[config.mk]
export PLATFORM = sky130hd
export DESIGN_NAME = sfcd_decoder
export DESIGN_NICKNAME = d
export VERILOG_FILES = /design/src/sfcd_pkg.sv /design/src/sfcd_decoder.sv /design/src/sfcd_sync.sv /design/src/sfcd_shift.sv
export SDC_FILE = /design/constraint.sdc
export NUM_CORES = 1
export LEC_CHECK = 0
export ABC_AREA = 1
export BUFFER_PORTS_ARGS = -buffer_cell sky130_fd_sc_hd__buf_2
export CORE_MARGIN = 4
export CORE_UTILIZATION = 59
export CTS_CLUSTER_DIAMETER = 100
export DETAILED_ROUTE_END_ITERATION = 8
export PLACE_DENSITY = 0.88
export SKIP_LAST_GASP = 1
export SYNTH_ARGS = -nofsm -noshare
export SYNTH_HDL_FRONTEND = slang
export SYNTH_SLANG_ARGS = --single-unit
[constraint.sdc]
create_clock -name CLK -period 2.2 [get_ports CLK]
set_input_delay 0.22 -clock CLK [delete_from_list [all_inputs] [get_ports CLK]]
set_output_delay 0.22 -clock CLK [all_outputs]
set_load 0.03 [all_outputs]
[src/sfcd_pkg.sv]
// Opcodes, register map, flag layout and state codes of the decoder
// Assumes every decoder file refers to it by sfcd_pkg::name
package sfcd_pkg;
	// Serial opcodes
	localparam logic [7:0] OP_SET_WL = 8'h06;
	localparam logic [7:0] OP_CLR_WL = 8'h04;
	localparam logic [7:0] OP_RD_STAT = 8'h05;
	localparam logic [7:0] OP_RD_CFG = 8'h15;
	localparam logic [7:0] OP_WR_SC = 8'h01;
	localparam logic [7:0] OP_BP_SEL = 8'h68;
	localparam logic [7:0] OP_ENTER4 = 8'h35;
	localparam logic [7:0] OP_EXIT4 = 8'hF5;
	localparam logic [7:0] OP_PAUSE = 8'hB0;
	localparam logic [7:0] OP_CONT = 8'h30;
	localparam logic [7:0] OP_SLEEP = 8'hB9;
	localparam logic [7:0] OP_WAKE = 8'hAB;
	localparam logic [7:0] OP_BURST = 8'hC0;
	localparam logic [7:0] OP_RD_BOOT = 8'h16;
	localparam logic [7:0] OP_WR_BOOT = 8'h17;
	localparam logic [7:0] OP_ER_BOOT = 8'h18;
	// APB byte addresses
	localparam logic [7:0] ADDR_CTRL = 8'h00;
	localparam logic [7:0] ADDR_FLAGS = 8'h04;
	localparam logic [7:0] ADDR_STAT = 8'h08;
	localparam logic [7:0] ADDR_CFG = 8'h0C;
	localparam logic [7:0] ADDR_BURST = 8'h10;
	localparam logic [7:0] ADDR_BOOT = 8'h14;
	// Control field and reset values
	localparam int CTRL_EN = 0;
	localparam logic CTRL_EN_RST = 1'b1;
	localparam logic [7:0] STAT_RST = 8'h00;
	localparam logic [7:0] CFG_RST = 8'h00;
	localparam logic [7:0] BURST_RST = 8'h00;
	localparam logic [31:0] BOOT_ERASED = 32'hFFFF_FFFF;
	localparam logic [31:0] RD_ZERO = 32'h0000_0000;
	// Byte counts
	localparam logic [2:0] CNT_ONE = 3'h1;
	localparam logic [2:0] CNT_TWO = 3'h2;
	localparam logic [2:0] CNT_BOOT = 3'h4;
	localparam logic [2:0] CNT_MAX = 3'h7;
	localparam logic [2:0] LAST_SPI = 3'h7;
	localparam logic [2:0] LAST_QUAD = 3'h1;
	// Output enables, low means driven
	localparam logic [3:0] OE_NONE = 4'hF;
	localparam logic [3:0] OE_QUAD = 4'h0;
	localparam logic [3:0] OE_SPI = 4'hD;
	// Mode flags as one word
	typedef struct packed {
		logic deep;
		logic susp;
		logic bp;
		logic four;
		logic write_permission_latch;
	} sfcd_flags_t;
	// Frame states
	typedef enum logic [2:0] {
		ST_IDLE = 3'b000,
		ST_READ = 3'b001,
		ST_WSR = 3'b010,
		ST_BURST = 3'b011,
		ST_BOOTW = 3'b100,
		ST_SKIP = 3'b101
	} sfcd_state_t;
endpackage

[src/sfcd_decoder.sv]
// Setting-command decoder of a serial flash, with an APB window
// Assumes serial clock well below CLK/4, mode 0 framing, pins async
//
// Notes on behaviour
// - opcode 06 sets write permission latch
// - opcode 04 clears write permission latch
// - opcode 05 streams status register out
// - opcode 15 streams configuration register out
// - opcode 01 stores status, optional configuration
// - opcode 68 enables block protection mode
// - opcode 35 enters four-wire, one-wire only
// - opcode F5 leaves four-wire, four-wire only
// - opcode B0 pauses running program/erase
// - opcode 30 continues paused program/erase
// - opcode B9 enters deep sleep
// - opcode AB leaves deep sleep
// - opcode C0 takes next byte as burst
// - opcode 16 reads boot register, one-wire
// - opcode 17 plus four bytes writes boot, one-wire
// - opcode 18 erases boot register, one-wire
// - four-wire mode leaves quad enable untouched
`timescale 1ns/1ps
module sfcd_decoder (
	// Clock and reset
	input  wire logic        CLK,
	input  wire logic        RST_B,
	// APB slave
	input  wire logic        PSEL,
	input  wire logic        PENABLE,
	input  wire logic        PWRITE,
	input  wire logic [7:0]  PADDR,
	input  wire logic [31:0] PWDATA,
	output logic      [31:0] PRDATA,
	output logic             PREADY,
	output logic             PSLVERR,
	// Serial pins
	input  wire logic        CS_B,
	input  wire logic        SCLK,
	input  wire logic [3:0]  SIO_IN,
	output logic      [3:0]  SIO_OUT,
	output logic      [3:0]  SIO_OE_B,
	// Program/erase engine
	input  wire logic        PE_BUSY,
	output logic             PE_PAUSE,
	output logic             PE_CONTINUE
);
	////////////////////////////////////////////////////////////////
	// Pin capture

	logic        cs_b_s;  // Synced chip select
	logic        sclk_s;  // Synced serial clock
	logic [3:0]  sio_s;   // Synced data lanes
	logic        sclk_d;  // Previous serial clock
	logic        cs_d;    // Previous chip select

	// All pins cross through two flops
	sfcd_sync #(
		.W    (6),
		.INIT (6'h20)
	) u_sync (
		.clk   (CLK),
		.rst_b (RST_B),
		.din   ({CS_B, SCLK, SIO_IN}),
		.dout  ({cs_b_s, sclk_s, sio_s})
	);

	// Edge history
	always_ff @(posedge CLK or negedge RST_B) begin
		if (!RST_B) begin
			sclk_d <= 1'b0;
			cs_d <= 1'b1;
		end else begin
			sclk_d <= sclk_s;
			cs_d <= cs_b_s;
		end
	end

	wire active = ~cs_b_s;                  // Frame open
	wire rise = active & sclk_s & ~sclk_d;  // Sample edge
	wire fall = active & ~sclk_s & sclk_d;  // Drive edge
	wire cs_rise = cs_b_s & ~cs_d;          // Frame close

	////////////////////////////////////////////////////////////////
	// State

	sfcd_pkg::sfcd_state_t state;        // Frame state
	sfcd_pkg::sfcd_flags_t flags;        // Mode flags
	logic [7:0]            status_reg;   // Status value
	logic [7:0]            cfg_reg;      // Configuration value
	logic [7:0]            burst_reg;    // Burst length
	logic [31:0]           boot_reg;     // Fast-boot value
	logic [31:0]           stage;        // Incoming data bytes
	logic [2:0]            cnt;          // Data bytes this frame
	logic [7:0]            rd_op;        // Read command in progress
	logic                  ctrl_en;      // Software decode enable
	logic                  byte_done;    // Byte strobe
	logic [7:0]            op;           // Last byte received
	logic [3:0]            tx_bits;      // Lanes from shifter

	////////////////////////////////////////////////////////////////
	// Opcode decode

	wire take = byte_done & (state == sfcd_pkg::ST_IDLE);

	// Opcodes good in either mode
	wire is_common = (op == sfcd_pkg::OP_SET_WL) | (op == sfcd_pkg::OP_CLR_WL)
		| (op == sfcd_pkg::OP_RD_STAT) | (op == sfcd_pkg::OP_RD_CFG)
		| (op == sfcd_pkg::OP_WR_SC) | (op == sfcd_pkg::OP_BP_SEL)
		| (op == sfcd_pkg::OP_PAUSE) | (op == sfcd_pkg::OP_CONT)
		| (op == sfcd_pkg::OP_SLEEP) | (op == sfcd_pkg::OP_WAKE)
		| (op == sfcd_pkg::OP_BURST);
	// Opcodes good in one-wire mode only
	wire is_single = (op == sfcd_pkg::OP_ENTER4) | (op == sfcd_pkg::OP_RD_BOOT)
		| (op == sfcd_pkg::OP_WR_BOOT) | (op == sfcd_pkg::OP_ER_BOOT);
	wire is_four = (op == sfcd_pkg::OP_EXIT4);
	// Deep sleep hears only the wake opcode
	wire mode_ok = flags.four ? (is_common | is_four) : (is_common | is_single);
	wire op_ok = ctrl_en & (flags.deep ? (op == sfcd_pkg::OP_WAKE) : mode_ok);
	wire go = take & op_ok;

	wire is_read = (op == sfcd_pkg::OP_RD_STAT) | (op == sfcd_pkg::OP_RD_CFG)
		| (op == sfcd_pkg::OP_RD_BOOT);

	////////////////////////////////////////////////////////////////
	// Frame state machine

	sfcd_pkg::sfcd_state_t next_state;

	// Pick the data phase for an accepted opcode
	always_comb begin
		next_state = state;
		if (!active) begin
			next_state = sfcd_pkg::ST_IDLE;
		end else if (take) begin
			if (!op_ok) begin
				next_state = sfcd_pkg::ST_SKIP;
			end else if (is_read) begin
				next_state = sfcd_pkg::ST_READ;
			end else begin
				case (op)
					sfcd_pkg::OP_WR_SC: begin
						next_state = sfcd_pkg::ST_WSR;
					end
					sfcd_pkg::OP_BURST: begin
						next_state = sfcd_pkg::ST_BURST;
					end
					sfcd_pkg::OP_WR_BOOT: begin
						next_state = sfcd_pkg::ST_BOOTW;
					end
					default: begin
						next_state = sfcd_pkg::ST_SKIP;
					end
				endcase
			end
		end
	end

	// State register; closing the frame always returns to idle
	always_ff @(posedge CLK or negedge RST_B) begin
		if (!RST_B) begin
			state <= sfcd_pkg::ST_IDLE;
		end else begin
			state <= next_state;
		end
	end

	////////////////////////////////////////////////////////////////
	// Data byte staging

	wire collect = byte_done & ((state == sfcd_pkg::ST_WSR)
		| (state == sfcd_pkg::ST_BURST) | (state == sfcd_pkg::ST_BOOTW));

	// Count and stage bytes; count saturates to flag overruns
	always_ff @(posedge CLK or negedge RST_B) begin
		if (!RST_B) begin
			cnt <= '0;
			stage <= '0;
			rd_op <= '0;
		end else if (take) begin
			cnt <= '0;
			rd_op <= op;
		end else if (collect) begin
			stage <= {stage[23:0], op};
			cnt <= (cnt == sfcd_pkg::CNT_MAX) ? cnt : cnt + 3'h1;
		end else if (byte_done & (state == sfcd_pkg::ST_READ)) begin
			// Boot read walks four bytes, then wraps
			cnt <= (cnt == sfcd_pkg::CNT_BOOT - 3'h1) ? 3'h0 : cnt + 3'h1;
		end
	end

	////////////////////////////////////////////////////////////////
	// Mode flags and engine strobes

	// Commands with no data act as soon as the opcode lands
	always_ff @(posedge CLK or negedge RST_B) begin
		if (!RST_B) begin
			flags <= '0;
			PE_PAUSE <= 1'b0;
			PE_CONTINUE <= 1'b0;
		end else begin
			PE_PAUSE <= 1'b0;
			PE_CONTINUE <= 1'b0;
			if (go) begin
				case (op)
					sfcd_pkg::OP_SET_WL: flags.write_permission_latch <= 1'b1;
					sfcd_pkg::OP_CLR_WL: flags.write_permission_latch <= 1'b0;
					sfcd_pkg::OP_BP_SEL: flags.bp <= 1'b1;
					sfcd_pkg::OP_ENTER4: flags.four <= 1'b1;
					sfcd_pkg::OP_EXIT4: flags.four <= 1'b0;
					sfcd_pkg::OP_SLEEP: flags.deep <= 1'b1;
					sfcd_pkg::OP_WAKE: flags.deep <= 1'b0;
					sfcd_pkg::OP_PAUSE: begin
						if (PE_BUSY & ~flags.susp) begin
							flags.susp <= 1'b1;
							PE_PAUSE <= 1'b1;
						end
					end
					sfcd_pkg::OP_CONT: begin
						if (flags.susp) begin
							flags.susp <= 1'b0;
							PE_CONTINUE <= 1'b1;
						end
					end
					default: begin
					end
				endcase
			end
		end
	end

	////////////////////////////////////////////////////////////////
	// Stored values, committed when the frame closes; boot erase commits as soon as its opcode lands

	wire end_wsr = cs_rise & (state == sfcd_pkg::ST_WSR);
	wire end_burst = cs_rise & (state == sfcd_pkg::ST_BURST) & (cnt == sfcd_pkg::CNT_ONE);
	wire end_boot = cs_rise & (state == sfcd_pkg::ST_BOOTW) & (cnt == sfcd_pkg::CNT_BOOT);

	// Partial bytes never commit; the frame need not close on a byte boundary
	always_ff @(posedge CLK or negedge RST_B) begin
		if (!RST_B) begin
			status_reg <= sfcd_pkg::STAT_RST;
			cfg_reg <= sfcd_pkg::CFG_RST;
			burst_reg <= sfcd_pkg::BURST_RST;
			boot_reg <= sfcd_pkg::BOOT_ERASED;
		end else begin
			if (end_wsr & (cnt == sfcd_pkg::CNT_ONE)) begin
				status_reg <= stage[7:0];
			end else if (end_wsr & (cnt == sfcd_pkg::CNT_TWO)) begin
				status_reg <= stage[15:8];
				cfg_reg <= stage[7:0];
			end
			if (end_burst) begin
				burst_reg <= stage[7:0];
			end
			// exactly four bytes, low byte first
			if (end_boot) begin
				boot_reg <= {stage[7:0], stage[15:8], stage[23:16], stage[31:24]};
			end else if (go & (op == sfcd_pkg::OP_ER_BOOT)) begin
				boot_reg <= sfcd_pkg::BOOT_ERASED;
			end
		end
	end

	////////////////////////////////////////////////////////////////
	// Read-out path

	wire [7:0] src_op = take ? op : rd_op;
	// Boot index runs one ahead: cnt still names the byte just sent
	wire [2:0] idx = take ? 3'h0 : cnt + 3'h1;
	wire [7:0] boot_byte = boot_reg[{idx[1:0], 3'h0} +: 8];
	wire [7:0] load_data = (src_op == sfcd_pkg::OP_RD_STAT) ? status_reg
		: (src_op == sfcd_pkg::OP_RD_CFG) ? cfg_reg : boot_byte;
	wire load = (go & is_read) | (byte_done & (state == sfcd_pkg::ST_READ));

	// Shared shifter for both directions
	sfcd_shift u_shift (
		.clk       (CLK),
		.rst_b     (RST_B),
		.active    (active),
		.rise      (rise),
		.fall      (fall),
		.quad      (flags.four),
		.sio       (sio_s),
		.byte_done (byte_done),
		.rx_byte   (op),
		.load      (load),
		.load_data (load_data),
		.tx_bits   (tx_bits)
	);

	// Lanes driven only in a read phase
	assign SIO_OUT = tx_bits;
	assign SIO_OE_B = (active & (state == sfcd_pkg::ST_READ))
		? (flags.four ? sfcd_pkg::OE_QUAD : sfcd_pkg::OE_SPI) : sfcd_pkg::OE_NONE;

	////////////////////////////////////////////////////////////////
	// APB slave, zero wait states

	wire hit = (PADDR == sfcd_pkg::ADDR_CTRL) | (PADDR == sfcd_pkg::ADDR_FLAGS)
		| (PADDR == sfcd_pkg::ADDR_STAT) | (PADDR == sfcd_pkg::ADDR_CFG)
		| (PADDR == sfcd_pkg::ADDR_BURST) | (PADDR == sfcd_pkg::ADDR_BOOT);
	wire setup = PSEL & ~PENABLE;
	wire wr_ctrl = PSEL & PENABLE & PWRITE & (PADDR == sfcd_pkg::ADDR_CTRL);

	// Read word, zero-extended
	wire [31:0] rd_word =
		(PADDR == sfcd_pkg::ADDR_CTRL) ? {31'h0000_0000, ctrl_en}
		: (PADDR == sfcd_pkg::ADDR_FLAGS) ? {27'h000_0000, flags}
		: (PADDR == sfcd_pkg::ADDR_STAT) ? {24'h00_0000, status_reg}
		: (PADDR == sfcd_pkg::ADDR_CFG) ? {24'h00_0000, cfg_reg}
		: (PADDR == sfcd_pkg::ADDR_BURST) ? {24'h00_0000, burst_reg}
		: (PADDR == sfcd_pkg::ADDR_BOOT) ? boot_reg : sfcd_pkg::RD_ZERO;

	// Read data captured in setup so it comes from a flop
	always_ff @(posedge CLK or negedge RST_B) begin
		if (!RST_B) begin
			PRDATA <= sfcd_pkg::RD_ZERO;
			ctrl_en <= sfcd_pkg::CTRL_EN_RST;
		end else begin
			if (setup) begin
				PRDATA <= PWRITE ? sfcd_pkg::RD_ZERO : rd_word;
			end
			// Disabling decode makes every opcode invalid
			if (wr_ctrl) begin
				ctrl_en <= PWDATA[sfcd_pkg::CTRL_EN];
			end
		end
	end

	assign PREADY = 1'b1;
	assign PSLVERR = PSEL & PENABLE & ~hit;
endmodule

[src/sfcd_sync.sv]
// Two-flop synchroniser for a group of pin levels
// Assumes levels change slowly against CLK
`timescale 1ns/1ps
module sfcd_sync #(
	parameter int W = 1,
	parameter logic [W-1:0] INIT = '0
) (
	// Clock and reset
	input  wire logic         clk,
	input  wire logic         rst_b,
	// Levels
	input  wire logic [W-1:0] din,
	output logic      [W-1:0] dout
);
	// Width check
	if (W < 1) begin : g_chk
		$error("sfcd_sync width below one");
	end

	logic [W-1:0] meta; // First stage, read only by dout

	// Two stages
	always_ff @(posedge clk or negedge rst_b) begin
		if (!rst_b) begin
			meta <= INIT;
			dout <= INIT;
		end else begin
			meta <= din;
			dout <= meta;
		end
	end
endmodule

[src/sfcd_shift.sv]
// Byte shifter for one-wire and four-wire frames
// Assumes rise and fall are one-cycle strobes of the synced serial clock
`timescale 1ns/1ps
module sfcd_shift (
	// Clock and reset
	input  wire logic       clk,
	input  wire logic       rst_b,
	// Frame and strobes
	input  wire logic       active,
	input  wire logic       rise,
	input  wire logic       fall,
	input  wire logic       quad,
	input  wire logic [3:0] sio,
	// Receive side
	output logic            byte_done,
	output logic      [7:0] rx_byte,
	// Transmit side
	input  wire logic       load,
	input  wire logic [7:0] load_data,
	output logic      [3:0] tx_bits
);
	logic [2:0] cnt;   // Edges in this byte
	logic [7:0] sh;    // Receive shifter
	logic [7:0] tx;    // Transmit shifter
	logic       first; // Hold first bit one fall

	wire [7:0] next_sh = quad ? {sh[3:0], sio} : {sh[6:0], sio[0]};
	wire       last = (cnt == (quad ? sfcd_pkg::LAST_QUAD : sfcd_pkg::LAST_SPI));

	// Receive on rising serial edges
	always_ff @(posedge clk or negedge rst_b) begin
		if (!rst_b) begin
			cnt <= '0;
			sh <= '0;
			rx_byte <= '0;
			byte_done <= 1'b0;
		end else begin
			byte_done <= rise & last & active;
			if (!active) begin
				cnt <= '0;
			end else if (rise) begin
				sh <= next_sh;
				cnt <= last ? 3'h0 : cnt + 3'h1;
				if (last) begin
					rx_byte <= next_sh;
				end
			end
		end
	end

	// Transmit on falling edges, MSB first
	always_ff @(posedge clk or negedge rst_b) begin
		if (!rst_b) begin
			tx <= '0;
			first <= 1'b0;
		end else if (load) begin
			tx <= load_data;
			first <= 1'b1;
		end else if (fall) begin
			first <= 1'b0;
			if (!first) begin
				tx <= quad ? {tx[3:0], 4'h0} : {tx[6:0], 1'b0};
			end
		end
	end

	// One-wire output sits on lane one
	assign tx_bits = quad ? tx[7:4] : {2'b00, tx[7], 1'b0};
endmodule

==> summary.txt <==
Clocking
  • Total clock sinks: 184
  • Worst skew pair latency: 0.44 ns
  • CTS tree: yes
  • Clock Path Buffers: 2
  • H-tree levels: 4
  • Clk root buf: clkbuf_16
  • Num CTS Buffers: 17
  • Reg clk slew, reported paths: 0.07 ns

Setup path
  • Worst Setup End Kind: flop
  • Slowest stage delay, CP: 0.45 ns
  • R2R Setup Slk: -0.24 ns
  • R2R cell count: 13
  • Worst EP required: 2.53 ns
  • WP depth: 13
  • CP max stage cell: dfrtp_2
  • Crit-path leading delay family: simple AND/OR/NAND/NOR gates
  • Critical Path AT: 2.78 ns
  • Crit path top cell by count: nand2_1
  • Buf+Inv Stages, Crit Path: 2
  • Crit Reg-Reg Endpoint: u_shift.tx[2]
  • Reg-to-Reg Start: state[1]
  • CP Launch Type: flop
  • WS Path Type: flop to flop
  • Crit-path cells: nor2_8 -> nand3_4 -> nand2_2 -> buf_4 -> a22oi_1 -> o21ai_0 -> nand2_1 -> nand3_2 -> nand2_2 -> inv_2 -> nand2_1 -> nand2_1 -> nand2_1
  • Worst Path Max Fanout: 13

Global route
  • Initial antenna violation count: 1
  • Met3 global-route usage: 5.887%
  • GR Util met2: 41.94%
  • Tot GR Track Use: 27.42%
  • Total gr overflow: 0
  • Largest net degree at the start of global routing: 60
  • Global-route wire length before repair: 38,350 µm
  • Busiest layer in global routing: met2
  • Vias in the first global route: 7,671
  • GR Util met1: 37.69%

STA
  • Peak Freq: 0.4093 GHz
  • Fin. max-slew vios: 0
  • Final worst setup slack: -0.2432 ns
  • Clock Skews: 0.01321 ns
  • Minimum clock period: 2.443 ns
  • Setup Viol. Count Final: 41
  • RSZ-0062 raised after global routing: true
  • Final hold violation count: 0
  • Actual slew at the worst max-slew pin: 0.5987 ns
  • Max-Slew Margin vs Limit: 60.08%
  • WHS: 0.001383 ns
  • Fin crit share: 111.1%

Power
  • Peak VDD IR: 551.8 µV
  • Total power: 0.007073 W
  • Pleak: 5.163 nW
  • P per Cell Area: 660.4 nW/µm²

Worst hold path
  • WHS Endpoint: ctrl_en
  • Min-delay src: PWDATA[0]
  • Worst hold path class: input pin to flop
  • Hold-critical path depth: 3

Detailed routing
  • Final WL: 26,970 µm
  • Wire per inst: 18.93 µm
  • Vias: 8,729
  • Post-route ant nets: 0
  • DRC viols: 1
  • Vias per cell: 6.126
  • Initial detailed-routing violation count: 1,581
  • Pre-antenna DRT Iters: 9

Logic synthesis
  • Post-synth net total: 1,176
  • Sequential share of the synthesized area: 51.88%
  • Synthesized cell area: 8962 µm²
  • Post-Synthesis Cells: 1,119
  • Post-synthesis register bit count: 184
  • Ys Warns: 0
  • Avg Inst Size Synth: 8.009 µm²
  • Unique cell type count in the Yosys netlist: 45

Finish
  • Post-layout util: 72.86%
  • P&R area growth vs syn: 19.49%
  • Layout cells sized above 1: 22.48%
  • Fin cells: 1,425
  • NumNets Final: 1,285
  • Diode count: 0

Die
  • I/O pin cnt: 96
  • Die Width: 131.3 µm
  • # rows: 44
  • Core box area: 14,700 µm²
  • Die ar.: 17,230 µm²
  • Overall die height: 131.3 µm
  • Starting Density: 60.97%

Placement
  • Dpl hpwl: 16,330 µm
  • Gpl congestion: 0.9961
  • Placed Instances: 1,363
  • Count of input and output buffers: 63
  • Place WS: 0.03203 ns

Outcome
  • Status: finished with violations
  • Failing checks: DRC, setup timing

Job
  • Max-cap violations: 0
## cell families (layout without fill, tap and decap cells)
kind of cell	count (synthesis)	count (layout)	share of synthesized area, %
simple gates	537	538	26.13
compound gates	200	200	12.48
buf+inv	192	313	8.767
flops	184	184	51.88
fa+ha+maj	5	5	0.6980
other cells	1	1	0.04184
## metal layers
layer | share of wire [%] | vias up
met3 | 12 | 204
met2 | 44 | 732
met1 | 37 | 3990
met5 | 0.11 | -
li1 | - | 3801
met4 | 6.3 | 2
## cell usage after synthesis, drive strengths merged
master	n	area, µm²
or4	1	11.26
clkinv	2	7.510
nor3	13	92.59
o221ai	4	35.03
conb	1	3.750
a32o	1	10.01
o31ai	1	7.510
a21oi	25	125.1
nand4	12	81.33
o211ai	13	97.59
a31oi	1	6.260
dfstp	36	945.9
nand2	368	1449
o21ai	146	760.7
nor3b	1	7.510
nor4	2	12.51
a22oi	1	7.510
and3	1	6.260
nand3	74	375.4
dfrtp	148	3704
o2111ai	5	43.79
or2	8	50.05
o21bai	2	15.01
ha	5	62.56
nor2	57	256.5
inv	145	544.3
o311a	1	10.01
buf	22	147.6
clkbuf	23	86.33
## final cells by class
cell class | count | area [µm²]
sequential | 184 | 4658
fill | 969 | 3990
multi-input combinational | 744 | 3671
timing repair buffer | 133 | 1003
inverter | 147 | 560.5
clock buffer | 19 | 432.9
tap | 184 | 230.2
clock inverter | 13 | 147.6
timing repair inverter | 1 | 5.005
## per-stage QoR
stage / instance area, µm² / TNS [ns]
after floorplan: 8962 / 0
after global placement: 9669 / 0
after detailed placement: 9669 / 0
after CTS: 10350 / 0
after global routing: 10710 / -6.086
final: 10710 / -2.531
## report_power, final
| group | switching, W | internal (W) |
|---|---|---|
| Combinational | 0.000372 | 0.000172 |
| Sequential | 0.0000326 | 0.00344 |
| Clock | 0.00137 | 0.00169 |
## worst max-delay path by stage
| stage | startpoint | to | slack (ns) |
|---|---|---|---|
| 3_3_place_gp | u_shift.rx_byte[3] | boot_reg[22] | 0.07 |
| 3_5_place_dp | state[0] | u_shift.tx[5] | 0.03 |
| 2_1_floorplan | cnt[0] | boot_reg[10] | 0.28 |
| 5_1_grt | state[1] | u_shift.tx[2] | -0.21 |
| 4_1_cts | state[0] | u_shift.tx[1] | 0.003 |
| 6_report | state[1] | u_shift.tx[2] | -0.24 |
## tightest hold or removal path: cells and delay by family
family	cells	cell delay [ns]
and+or+nand+nor	1	0.04
AOI/OAI and AO/OA	1	0.07
buffers and inverters	1	0.08
## what timing repair did
action / 4_1_cts / 5_1_grt
setup endpoints to repair: 1 / 42
gates cloned: 0 / 5
endpoints found under the hold margin: 47 / 0
gates resized for setup: 4 / 46
pin swaps: 1 / 22
hold buffers: 7 / 0
setup buffers: 1 / 17
## placed cells by master, fill, tap and decap left out, drive strengths merged, types with 4 or more instances in the layout
| cell type | count |
|---|---|
| clkbuf | 22 |
| o221ai | 4 |
| o2111ai | 5 |
| nand3 | 74 |
| or2 | 8 |
| dfrtp | 148 |
| clkinvlp | 6 |
| a21oi | 25 |
| o21ai | 146 |
| o211ai | 13 |
| nor3 | 13 |
| nand4 | 12 |
| nand2 | 369 |
| clkinv | 5 |
| buf | 123 |
| nor2 | 57 |
| dlygate4sd3 | 7 |
| dfstp | 36 |
| ha | 5 |
| inv | 148 |
Note: power is estimated with default switching activity, not from simulation.
